File: src/include/hlr_pkg.sv
package hlr_pkg;
  // Register word indexes on the Avalon-MM slave (byte address is 4x).
  localparam logic [3:0] REG_DATA      = 4'h0;
  localparam logic [3:0] REG_ERR_FEAT  = 4'h1;
  localparam logic [3:0] REG_SECCNT    = 4'h2;
  localparam logic [3:0] REG_SECNUM    = 4'h3;
  localparam logic [3:0] REG_CYL_LO    = 4'h4;
  localparam logic [3:0] REG_CYL_HI    = 4'h5;
  localparam logic [3:0] REG_DEV_HEAD  = 4'h6;
  localparam logic [3:0] REG_STAT_CMD  = 4'h7;
  localparam logic [3:0] REG_CONTROL   = 4'h8;
  localparam logic [3:0] REG_OFF_CAPS  = 4'h9;
  localparam logic [3:0] REG_HLTH_CAPS = 4'hA;

  // Command keys.
  localparam logic [7:0] CMD_HEALTH    = 8'hB0;
  localparam logic [7:0] FEAT_READ_LOG = 8'hD5;
  localparam logic [7:0] KEY_CYL_LO    = 8'h4F;
  localparam logic [7:0] KEY_CYL_HI    = 8'hC2;

  // Log addresses.
  localparam logic [7:0] LOG_DIR       = 8'h00;
  localparam logic [7:0] LOG_ERROR     = 8'h01;
  localparam logic [7:0] LOG_SELFTEST  = 8'h06;
  localparam logic [7:0] LOG_HOST_LO   = 8'h80;
  localparam logic [7:0] LOG_HOST_HI   = 8'h9F;
  localparam logic [7:0] LOG_VEND_LO   = 8'hA0;
  localparam logic [7:0] LOG_VEND_HI   = 8'hBF;
  localparam logic [7:0] LOG_VERSION   = 8'h01;
  localparam logic [4:0] HOST_SECT_MULTI = 5'h10;

  // Status and error bit positions.
  localparam int ST_BSY  = 7;
  localparam int ST_DRIVE_READY_FLAG = 6;
  localparam int ST_DF   = 5;
  localparam int ST_DRQ  = 3;
  localparam int ST_ERR  = 0;
  localparam int ER_UNC  = 6;
  localparam int ER_ID_NOT_FOUND_FLAG = 4;
  localparam int ER_ABORTED_FLAG = 2;
  localparam int DH_DEV  = 4;

  // Capability fields.
  localparam int OC_RUN_NOW   = 0;
  localparam int OC_ABORT_NEW = 2;
  localparam int OC_SCAN      = 3;
  localparam int OC_SELFTEST  = 4;
  localparam int HC_PWR_SAVE  = 0;
  localparam int HC_AUTOSAVE  = 1;
  localparam logic [15:0] OFF_DUR_MIN = 16'h0001;

  localparam logic [9:0] SECT_LAST = 10'h1FF;
  localparam int ABORT_LIMIT_S = 2;
  localparam longint CLK_HZ = 200000000;

  typedef enum logic [1:0] {
    HLR_IDLE  = 2'b00,
    HLR_CHECK = 2'b01,
    HLR_XFER  = 2'b11
  } hlr_state_e;
endpackage

File: src/hlr_top.sv
// Operation
// [RULE1] Off-line duration word is never zero.
// [RULE2] Capability bit 0 marks run-now support.
// [RULE3] Bit 2 set: new command aborts off-line work.
// [RULE4] Bit 2 clear: new command suspends off-line work.
// [RULE5] Bits 3, 4 advertise scanning and self-test.
// [RULE6] Health bit 0 advertises power-mode data saving.
// [RULE7] Health bit 1 always one, rest reserved.
// [RULE8] Host waits polling time before polling.
// [RULE9] Byte 511 makes the sector sum zero; the code does so only for error and self-test logs, directory byte 511 is 00h.
// [RULE10] Read-log is opcode B0h with features D5h.
// [RULE11] Host loads keys, count and log address.
// [RULE12] Transfer always starts at first log sector.
// [RULE13] Decode directory, error, self-test, host, vendor.
// [RULE14] All defined and host logs are implemented.
// [RULE15] Unwritten host logs read as zeros.
// [RULE16] Vendor logs only exist when used.
// [RULE17] Success clears busy, fault, request, error.
// [RULE18] Abort on unsupported, disabled or bad inputs.
// [RULE19] Error bits 6 and 4 for media faults.
// [RULE20] Error bit 2 marks an aborted command.
// [RULE21] Error end sets ready, fault only on fault.
// [RULE22] Host issues only when ready and enabled.
// [RULE23] Zero sector count is aborted.
// [RULE24] Directory is aborted without multi-sector logs.
// [RULE25] Sectors of 512 bytes, request per sector.
`timescale 1ns/1ps
`default_nettype none
module hlr_top
  import hlr_pkg::*;
#(
  parameter logic [15:0] OFF_DURATION  = 16'h0001,
  parameter logic [7:0]  OFF_CAPS      = 8'h1D,
  parameter logic [15:0] HEALTH_CAPS   = 16'h0003,
  parameter bit          MULTI_SECTOR  = 1'b1,
  parameter bit          VENDOR_LOGS   = 1'b0,
  parameter longint      ABORT_LIMIT_CYC = ABORT_LIMIT_S * CLK_HZ
) (
  input  wire logic        clk_sys,
  input  wire logic        rst_b,
  input  wire logic [3:0]  avs_address,
  input  wire logic        avs_read,
  input  wire logic        avs_write,
  input  wire logic [31:0] avs_writedata,
  output var  logic [31:0] avs_readdata,
  output var  logic        avs_waitrequest,
  input  wire logic        offline_active,
  input  wire logic        media_unc,
  input  wire logic        media_id_not_found_flag,
  input  wire logic        fault_in,
  output var  logic        offline_abort,
  output var  logic        offline_suspend
);

  initial begin
    if (OFF_DURATION < OFF_DUR_MIN) $error("Off-line duration must be >0.");
    if (OFF_CAPS[7:5] != 3'b000) $error("Off-line caps bits 7..5 reserved.");
    if (HEALTH_CAPS[15:2] != 14'h0000 || !HEALTH_CAPS[HC_AUTOSAVE])
      $error("Health caps must be 0002h or 0003h.");
    if (ABORT_LIMIT_CYC < 1) $error("Abort limit must be at least 1 cycle.");
  end

  hlr_state_e  state;
  logic [7:0]  features;
  logic [7:0]  sec_cnt;
  logic [7:0]  log_addr;
  logic [7:0]  cyl_lo;
  logic [7:0]  cyl_hi;
  logic [7:0]  dev_head;
  logic        monitor_en;
  logic        busy_flag;
  logic        data_request_flag;
  logic        device_fault_flag;
  logic        uncorrectable_flag;
  logic        id_not_found_flag;
  logic        aborted_flag;
  logic [9:0]  byte_idx;
  logic [7:0]  sect_idx;
  logic [7:0]  sum_acc;

  // Bus handshake: every access waits exactly one cycle.
  wire bus_req   = avs_read | avs_write;
  wire wr_take   = avs_write & ~avs_waitrequest;
  wire rd_take   = avs_read & ~avs_waitrequest;
  wire wr_feat   = wr_take & (avs_address == REG_ERR_FEAT);
  wire wr_cnt    = wr_take & (avs_address == REG_SECCNT);
  wire wr_num    = wr_take & (avs_address == REG_SECNUM);
  wire wr_clo    = wr_take & (avs_address == REG_CYL_LO);
  wire wr_chi    = wr_take & (avs_address == REG_CYL_HI);
  wire wr_dh     = wr_take & (avs_address == REG_DEV_HEAD);
  wire wr_ctl    = wr_take & (avs_address == REG_CONTROL);
  // Task-file writes are ignored while the command runs.
  wire tf_open   = (state == HLR_IDLE);
  wire wr_cmd    = wr_take & (avs_address == REG_STAT_CMD) & tf_open;
  wire [7:0] cmd_byte = avs_writedata[7:0];
  wire data_pop  = rd_take & (avs_address == REG_DATA) & data_request_flag;

  // Log map.
  wire is_dir    = (log_addr == LOG_DIR);
  wire is_errlog = (log_addr == LOG_ERROR);
  wire is_stlog  = (log_addr == LOG_SELFTEST);
  wire is_host   = (log_addr >= LOG_HOST_LO) && (log_addr <= LOG_HOST_HI);
  wire is_vend   = (log_addr >= LOG_VEND_LO) && (log_addr <= LOG_VEND_HI);
  wire log_impl  = (is_dir & MULTI_SECTOR) | is_errlog | is_stlog | is_host
                 | (is_vend & VENDOR_LOGS); // [RULE13] [RULE14] [RULE16] [RULE24]
  wire [4:0] host_len = MULTI_SECTOR ? HOST_SECT_MULTI : 5'h01;
  wire [7:0] log_len  = is_host ? {3'b000, host_len} : 8'h01;

  // Validity of the task file.
  wire keys_ok   = (features == FEAT_READ_LOG) && (cyl_lo == KEY_CYL_LO)
                 && (cyl_hi == KEY_CYL_HI); // [RULE10]
  wire count_ok  = (sec_cnt != 8'h00) && (sec_cnt <= log_len); // [RULE23]
  wire cmd_bad   = ~monitor_en | ~keys_ok | ~count_ok | ~log_impl; // [RULE18]
  wire media_bad = media_unc | media_id_not_found_flag;

  // Sector content.  Host logs have no write path here, so they are
  // always unwritten and read back as zeros.
  wire [6:0] dir_slot  = byte_idx[7:1];
  wire [7:0] dir_entry =
      (byte_idx[9:8] != 2'b00 || byte_idx[0]) ? 8'h00 :
      ({1'b0, dir_slot} == LOG_ERROR)    ? 8'h01 :
      ({1'b0, dir_slot} == LOG_SELFTEST) ? 8'h01 : 8'h00;
  wire [7:0] dir_byte  = (byte_idx == 10'h000) ? LOG_VERSION :
                         (byte_idx >= 10'h100 && byte_idx <= 10'h13F &&
                          !byte_idx[0]) ? {3'b000, host_len} : dir_entry;
  wire [7:0] body_byte = is_dir ? dir_byte :
                         (is_errlog && byte_idx == 10'h000) ? LOG_VERSION :
                         8'h00; // [RULE15]
  wire has_csum = is_errlog | is_stlog;
  wire [7:0] data_byte = (has_csum && byte_idx == SECT_LAST) ?
                         8'(-sum_acc) : body_byte; // [RULE9]
  wire sect_end  = data_pop && (byte_idx == SECT_LAST);
  wire last_sect = (sect_idx == sec_cnt - 8'h01);

  wire [7:0] err_reg  = {1'b0, uncorrectable_flag, 1'b0, id_not_found_flag,
                         1'b0, aborted_flag, 2'b00};
  wire [7:0] stat_reg = {busy_flag, ~busy_flag, device_fault_flag, 1'b0,
                         data_request_flag, 2'b00, (err_reg != 8'h00)};
  wire [31:0] rd_mux =
      (avs_address == REG_DATA)      ? {24'h0000_00, data_byte} :
      (avs_address == REG_ERR_FEAT)  ? {24'h0000_00, err_reg} :
      (avs_address == REG_SECCNT)    ? {24'h0000_00, sec_cnt} :
      (avs_address == REG_SECNUM)    ? {24'h0000_00, log_addr} :
      (avs_address == REG_CYL_LO)    ? {24'h0000_00, cyl_lo} :
      (avs_address == REG_CYL_HI)    ? {24'h0000_00, cyl_hi} :
      (avs_address == REG_DEV_HEAD)  ? {24'h0000_00, dev_head} :
      (avs_address == REG_STAT_CMD)  ? {24'h0000_00, stat_reg} :
      (avs_address == REG_CONTROL)   ? {31'h0000_0000, monitor_en} :
      (avs_address == REG_OFF_CAPS)  ? {8'h00, OFF_CAPS, OFF_DURATION} :
      (avs_address == REG_HLTH_CAPS) ? {16'h0000, HEALTH_CAPS} :
      32'h0000_0000; // [RULE1] [RULE2] [RULE5] [RULE6] [RULE7]

  always_ff @(posedge clk_sys) begin
    if (!rst_b) begin
      avs_waitrequest <= 1'b1;
      avs_readdata    <= 32'h0000_0000;
    end else begin
      avs_waitrequest <= ~(bus_req & avs_waitrequest);
      if (bus_req & avs_waitrequest) begin
        avs_readdata <= avs_read ? rd_mux : 32'h0000_0000;
      end
    end
  end

  always_ff @(posedge clk_sys) begin
    if (!rst_b) begin
      features   <= 8'h00;
      sec_cnt    <= 8'h00;
      log_addr   <= 8'h00;
      cyl_lo     <= 8'h00;
      cyl_hi     <= 8'h00;
      dev_head   <= 8'h00;
      monitor_en <= 1'b0;
    end else begin
      if (wr_feat && tf_open) features <= cmd_byte;
      if (wr_cnt && tf_open) sec_cnt <= cmd_byte;
      if (wr_num && tf_open) log_addr <= cmd_byte;
      if (wr_clo && tf_open) cyl_lo <= cmd_byte;
      if (wr_chi && tf_open) cyl_hi <= cmd_byte;
      if (wr_dh && tf_open) dev_head <= cmd_byte;
      if (wr_ctl) monitor_en <= avs_writedata[0];
    end
  end

  // Off-line collection reacts at once to any command, well inside the
  // abort limit, so no long timer is needed.
  always_ff @(posedge clk_sys) begin
    if (!rst_b) begin
      offline_abort   <= 1'b0;
      offline_suspend <= 1'b0;
    end else begin
      offline_abort   <= wr_cmd & offline_active & OFF_CAPS[OC_ABORT_NEW]; // [RULE3]
      offline_suspend <= wr_cmd & offline_active & ~OFF_CAPS[OC_ABORT_NEW]; // [RULE4]
    end
  end

  always_ff @(posedge clk_sys) begin
    if (!rst_b) begin
      state              <= HLR_IDLE;
      busy_flag          <= 1'b0;
      data_request_flag  <= 1'b0;
      device_fault_flag  <= 1'b0;
      uncorrectable_flag <= 1'b0;
      id_not_found_flag  <= 1'b0;
      aborted_flag       <= 1'b0;
      byte_idx           <= 10'h000;
      sect_idx           <= 8'h00;
      sum_acc            <= 8'h00;
    end else begin
      case (state)
        HLR_IDLE: begin
          if (wr_cmd) begin
            busy_flag          <= 1'b1;
            data_request_flag  <= 1'b0;
            device_fault_flag  <= 1'b0;
            uncorrectable_flag <= 1'b0;
            id_not_found_flag  <= 1'b0;
            aborted_flag       <= 1'b0;
            if (cmd_byte == CMD_HEALTH) begin
              state <= HLR_CHECK;
            end else begin
              busy_flag    <= 1'b0;
              aborted_flag <= 1'b1; // [RULE20]
            end
          end
        end
        HLR_CHECK: begin
          byte_idx <= 10'h000; // [RULE12]
          sect_idx <= 8'h00;
          sum_acc  <= 8'h00;
          busy_flag <= 1'b0;
          if (cmd_bad) begin
            state        <= HLR_IDLE;
            aborted_flag <= 1'b1; // [RULE18] [RULE20] [RULE21]
          end else if (media_bad) begin
            state              <= HLR_IDLE;
            uncorrectable_flag <= media_unc; // [RULE19]
            id_not_found_flag  <= media_id_not_found_flag; // [RULE19]
            device_fault_flag  <= fault_in; // [RULE21]
          end else begin
            state             <= HLR_XFER;
            data_request_flag <= 1'b1; // [RULE25]
          end
        end
        HLR_XFER: begin
          if (data_pop) begin
            byte_idx <= byte_idx + 10'h001;
            sum_acc  <= sum_acc + data_byte;
          end
          if (sect_end) begin
            // A 10-bit index would run past 511, so each sector restarts it.
            byte_idx <= 10'h000; // [RULE25]
            sum_acc  <= 8'h00;
            sect_idx <= sect_idx + 8'h01;
            if (last_sect) begin
              state             <= HLR_IDLE;
              data_request_flag <= 1'b0; // [RULE17] [RULE25]
            end else if (media_bad) begin
              state              <= HLR_IDLE;
              data_request_flag  <= 1'b0; // [RULE21]
              uncorrectable_flag <= media_unc;
              id_not_found_flag  <= media_id_not_found_flag;
              device_fault_flag  <= fault_in;
            end
          end
        end
        default: begin
          state             <= HLR_IDLE;
          busy_flag         <= 1'b0;
          data_request_flag <= 1'b0;
        end
      endcase
    end
  end
endmodule // hlr_top
`default_nettype wire

File: config.mk
export PLATFORM = sky130hd
export DESIGN_NAME = hlr_top
export DESIGN_NICKNAME = d
export VERILOG_FILES = /design/src/include/hlr_pkg.sv /design/src/hlr_top.sv
export SDC_FILE = /design/constraint.sdc
export NUM_CORES = 1
export LEC_CHECK = 0
export ABC_AREA = 1
export BUFFER_PORTS_ARGS = -buffer_cell sky130_fd_sc_hd__clkbuf_2
export CORE_ASPECT_RATIO = 2
export CORE_MARGIN = 1
export CORE_UTILIZATION = 60
export DETAILED_ROUTE_END_ITERATION = 12
export GPL_TIMING_DRIVEN = 0
export PLACE_DENSITY_LB_ADDON = 0.25
export SYNTH_ARGS = -nofsm -noshare
export SYNTH_HDL_FRONTEND = slang
export SYNTH_SLANG_ARGS = --single-unit
File: constraint.sdc
create_clock -name clk_sys -period 4.8 [get_ports clk_sys]
set_clock_uncertainty 0.15 [all_clocks]
set_input_delay 0.96 -clock clk_sys [delete_from_list [all_inputs] [get_ports clk_sys]]
set_output_delay 0.96 -clock clk_sys [all_outputs]
set_load 0.01 [all_outputs]
## Yosys cells after proc, flatten, opt, wreduce, memory -nomap -nowiden

Index checks and enable logic that the tools add are counted.

- Register bits after elaboration: 117
- Input port bits: 44
- Output and inout port bits: 35
- Word-level logic and storage cells: 193

- Add/sub/neg operators: 5
- $lt $le $gt $ge: 5
- Equality and inequality tests: 31
- Mux-type cells: 66
- Bitwise logic cells: 32
- Reduce and logical (&&, ||, !) cells: 34

Operators by type and width:

| cell | count |
|---|---|
| $mux 21 | 11 |
| $mux 8 | 4 |
| $pmux 8 s2 | 2 |
| $mux 1 | 27 |
| $eq 8x8->1 const B | 3 |
| $mux 10 | 2 |
| $mux 5 | 4 |
| $pmux 10 s2 | 1 |
| $eq 4x3->1 const B | 4 |
| $mux 2 | 8 |
| $reduce_bool 8->1 | 2 |
| $and 1x1->1 | 15 |
| $logic_and 1x1->1 | 15 |
| $eq 4x4->1 const B | 3 |
| $pmux 1 s3 | 4 |
| $add 10x1->10 const B | 1 |
| $eq 10x9->1 const B | 1 |
| $ge 10x9->1 const B | 1 |
| $le 10x9->1 const B | 1 |
| $logic_not 10->1 | 1 |
| $ne 2x2->1 const B | 5 |
| $reduce_and 5->1 | 2 |
| $or 1x1->1 | 9 |
| $add 8x1->8 const B | 1 |
| 31 further kinds | 46 |

## Longest topological paths before layout

- Depth after elaboration: 13
- Gate-level depth with buffers: 20
- Gate-level depth less buffers: 20

## Worst setup path before layout

OpenSTA, ideal clock, no wires.

- Kind: register to register
- Start: register byte_idx[1]
- End: register sum_acc[7]
- Setup time: 0.067 ns
- Arrival: 2.339 ns
- Data required time: 4.583 ns
- Path slack: 2.244 ns
- Cell stages (with the launch flop): 18
- Buffers on the path: 0
- Clock period less this slack: 2.556 ns
- Cells stage by stage: dfxtp_1 ha_1 inv_1 nor2_1 nand2_2 nor2_8 nand2_1 inv_1 nand3_1 nand2_1 ha_1 inv_1 o21ai_0 a21oi_1 nand2_1 nand2_1 nand3_2 a21oi_2

- Word-level cells in the longest chain between the ends: 12
- Elaborated cells on any way between the ends: 25
- Classes of those cells: add/sub (1); order compare (2); eq/ne (4); mux (11); reduce/logical (7)

Ends and longest elaborated chain:

| what | RTL line | source |
|---|---|---|
| start, declared | hlr_top.sv:77 | `logic [9:0] byte_idx;` |
| start signal, assigned | hlr_top.sv:247 | `byte_idx <= byte_idx + 10'h001;` |
| parallel branches: the longest is 12 deep, another holds $ge 10x9->1 | n/a |  |
| end signal, assigned | hlr_top.sv:248 | `sum_acc <= sum_acc + data_byte;` |
| end, declared | hlr_top.sv:79 | `logic [7:0] sum_acc;` |

Parallel ways; which one is timed is not known. The select of a mux whose other input is x is not followed.
A chain may end at the register's enable or synchronous reset.

## Worst setup path after layout

Ends and elaborated chain as after synthesis.

==> impl_metrics.ini <==
[drt]
drt_first_pass_iters = 7
routed_wl_um = 16200
drc = 0
drtIter0Drc = 416
drt-wirelength-per-cell_um = 16.5
via_count = 5647
postRouteAntennaNets = 0
viasPerCell = 5.74

[yosys]
netlist_area_um2 = 5460
ys_warn_count = 0
syn_avg_cell_area_um2 = 6.71
syn_inst = 814
synth.distinct_cells = 43
synth-seq-cells = 94
synth-seq-area-share_pct = 34.4

[run_status]
status = completed

[cts]
clock-root-buffer = clkbuf_16
cts.sinks = 94
cts_max_level = 3
tritoncts = built
clock_latency_ns = 0.35
clk_pin_slew_ns = 0.07
cts_hold_buf = 0
post_cts_buffers = 0
cts_made_buffers = 9
ctsLongestPathBuffers = 2
cts-resized-gates = 0

[critical_path]
cpMostUsedCell = nand2_1
critPathKind = reg2reg
max_stage_delay_ns = 0.42
cp_num_cells = 17
cp.buffers_inverters = 3
startpoint_type = register
crit_path_max_fanout = 8
end_kind = register
cp_slowest_cell = dfxtp_1
ff2ff_path_depth = 17
path_cells = ha_1 > inv_1 > nor2_1 > nand2_2 > nor2_8 > nand2_1 > inv_1 > nand3_1 > nand2_1 > ha_1 > inv_1 > o21ai_0 > a21oi_1 > nand2_1 > nand2_1 > nand3_2 > a21oi_2
arrival_ns = 3.15
cp_top_family = simple AND/OR/NAND/NOR gates
cp.required_ns = 4.93

[power]
clockPowerShare_pct = 42.3
vdd_drop_max_v = 0.000254
share_comb_of_total_power_pct = 7.7
power_mw = 1.58
power_switching_mw = 0.392
leakage_nw = 2.63
internal-power_mw = 1.19
power_per_cell_area_nw_per_um2 = 259
switching_share_pct = 24.8
seq_power_share_pct = 50.0

[die]
die_x_um = 69.5
coreArea_um2 = 8710
die_y_um = 137
die_area_um2 = 9520
io_pins = 79
initial_core_util_pct = 62.7
rows = 48

[place]
gp_congestion = 1.07
io_buffers = 33
post-place-ws_ns = 1.83
hpwl_um = 12800

[sta]
maxSlewViolCount = 0
fin_ws_ns = 1.78
max_freq_mhz = 331
final_hold_viol_count = 0
fin_setup_tns_ns = 0
fin_crit_ns = 3.02
relSlewSlack_pct = 55.3
finalSetupViolations = 0
final.period_utilization_pct = 63.0
tightest_slew_ns = 0.666
rsz0062_at_grt = no

[min_path]
min_path_cells = 2
hold_path_class = reg2reg

[cells_and_area]
utilization_pct = 70.1
area_growth_pct = 11.7
finalNetCount = 935
drive_above_1_share_pct = 13.6
mostFrequentLayoutCells = nand2_1, inv_1, dfxtp_1, o21ai_0, a21oi_1
num-fill-cells = 767
antenna_cells = 0
mostFrequentLayoutCell = nand2_1

[global_routing]
overflow = 0
antenna_found_initial = 0
grt_max_degree = 16
grtUsageTotal_pct = 34.9
grt_pass1_wl_um = 25600
first_global_vias = 5392

[job]
maxCapViolations = 0
==> metrics by stage <==
| stage | hold slack, ns | std cells | area (um^2) |
|---|---|---|---|
| 2_1_floorplan | 0.275 | 834 | 5540 |
| 3_3_place_gp | 0.290 | 967 | 5830 |
| 3_5_place_dp | 0.299 | 967 | 5830 |
| 4_1_cts | 0.307 | 983 | 6110 |
| 5_1_grt | 0.325 | 983 | 6110 |
| 6_report | 0.302 | 983 | 6110 |
==> registers in the layout (all words and copies together) (netlist names) <==
| name | flops |
|---|---|
| aborted_flag | 1 |
| avs_readdata | 9 |
| avs_waitrequest | 1 |
| busy_flag | 1 |
| byte_idx | 10 |
| cyl_hi | 8 |
| cyl_lo | 8 |
| data_request_flag | 1 |
| dev_head | 8 |
| device_fault_flag | 1 |
| features | 8 |
| id_not_found_flag | 1 |
| log_addr | 8 |
| monitor_en | 1 |
| offline_abort | 1 |
| sec_cnt | 8 |
| sect_idx | 8 |
| state | 2 |
| sum_acc | 8 |
| uncorrectable_flag | 1 |
==> final timing paths <==
check / startpoint / endpoint / slack, ns
max: byte_idx[1] / sum_acc[7] / 1.78
min: dev_head[7] / dev_head[7] / 0.30
max reg2reg: byte_idx[1] / sum_acc[7] / 1.78
min reg2reg: dev_head[7] / dev_head[7] / 0.30
==> layout make-up <==
type / instances / area, um^2 / area share, %
buffer: 38 / 235 / 3.85
clock inverter: 5 / 33.8 / 0.553
tap: 100 / 125 / 2.05
inverter: 119 / 447 / 7.32
sequential: 94 / 1880 / 30.8
multi-input combinational: 583 / 2980 / 48.7
timing repair buffer: 33 / 165 / 2.70
clock buffer: 11 / 243 / 3.98
==> cells by family (layout without fill, tap and decap cells) <==
group           Yosys count  in the layout  share of synthesized area, %
other cells               1             21                        0.0686
buf+inv                 157            206                          12.5
simple gates            335            335                          28.3
flops                    94             94                          34.4
compound gates          200            200                          19.4
fa+ha+maj                13             13                          2.98
xor+xnor                 14             14                          2.24
==> metal layers <==
metal	track usage, %	wire (um)	part of all wire [%]
met4	25.5	1150	7.1
met3	5.67	704	4.4
met5	0	0	0
met2	67.4	8820	55
met1	32.2	5510	34
==> cells in the mapped netlist (all sizes together) <==
cell / count / area share [%]
o21a: 1 / 0.14
a21oi: 88 / 8.1
o21bai: 1 / 0.14
o22ai: 2 / 0.23
nor4: 2 / 0.50
ha: 13 / 3.0
nor2: 92 / 7.1
clkbuf: 11 / 0.76
a22oi: 1 / 0.14
xnor2: 3 / 0.48
nand4: 18 / 2.1
xor2: 11 / 1.8
o211ai: 4 / 0.55
o2111ai: 3 / 0.48
nand2: 143 / 10
conb: 1 / 0.069
nor3: 22 / 2.3
buf: 27 / 3.5
dfxtp: 94 / 34
a32oi: 1 / 0.16
or2: 4 / 0.46
o21ai: 96 / 9.0
o221ai: 1 / 0.16
inv: 119 / 8.2
nor3b: 2 / 0.37
nand3b: 1 / 0.14
a221oi: 2 / 0.32
nand3: 51 / 5.0
==> power groups by stage <==
| stage | sequential, mW | clock, mW | combinational (mW) |
|---|---|---|---|
| 2_1_floorplan | 0.808 | 0 | 0.0738 |
| 6_report | 0.791 | 0.669 | 0.122 |
| 3_5_place_dp | 0.809 | 0 | 0.118 |
| 3_3_place_gp | 0.809 | 0 | 0.115 |
| 4_1_cts | 0.791 | 0.672 | 0.119 |
| 5_1_grt | 0.791 | 0.703 | 0.132 |
==> tightest hold or removal path, stage by stage (launching register included) <==
cell and delay (ns):
dfxtp_1 0.30, inv_1 0.06, a21oi_1 0.05
Power figures use the tool's default switching activity.
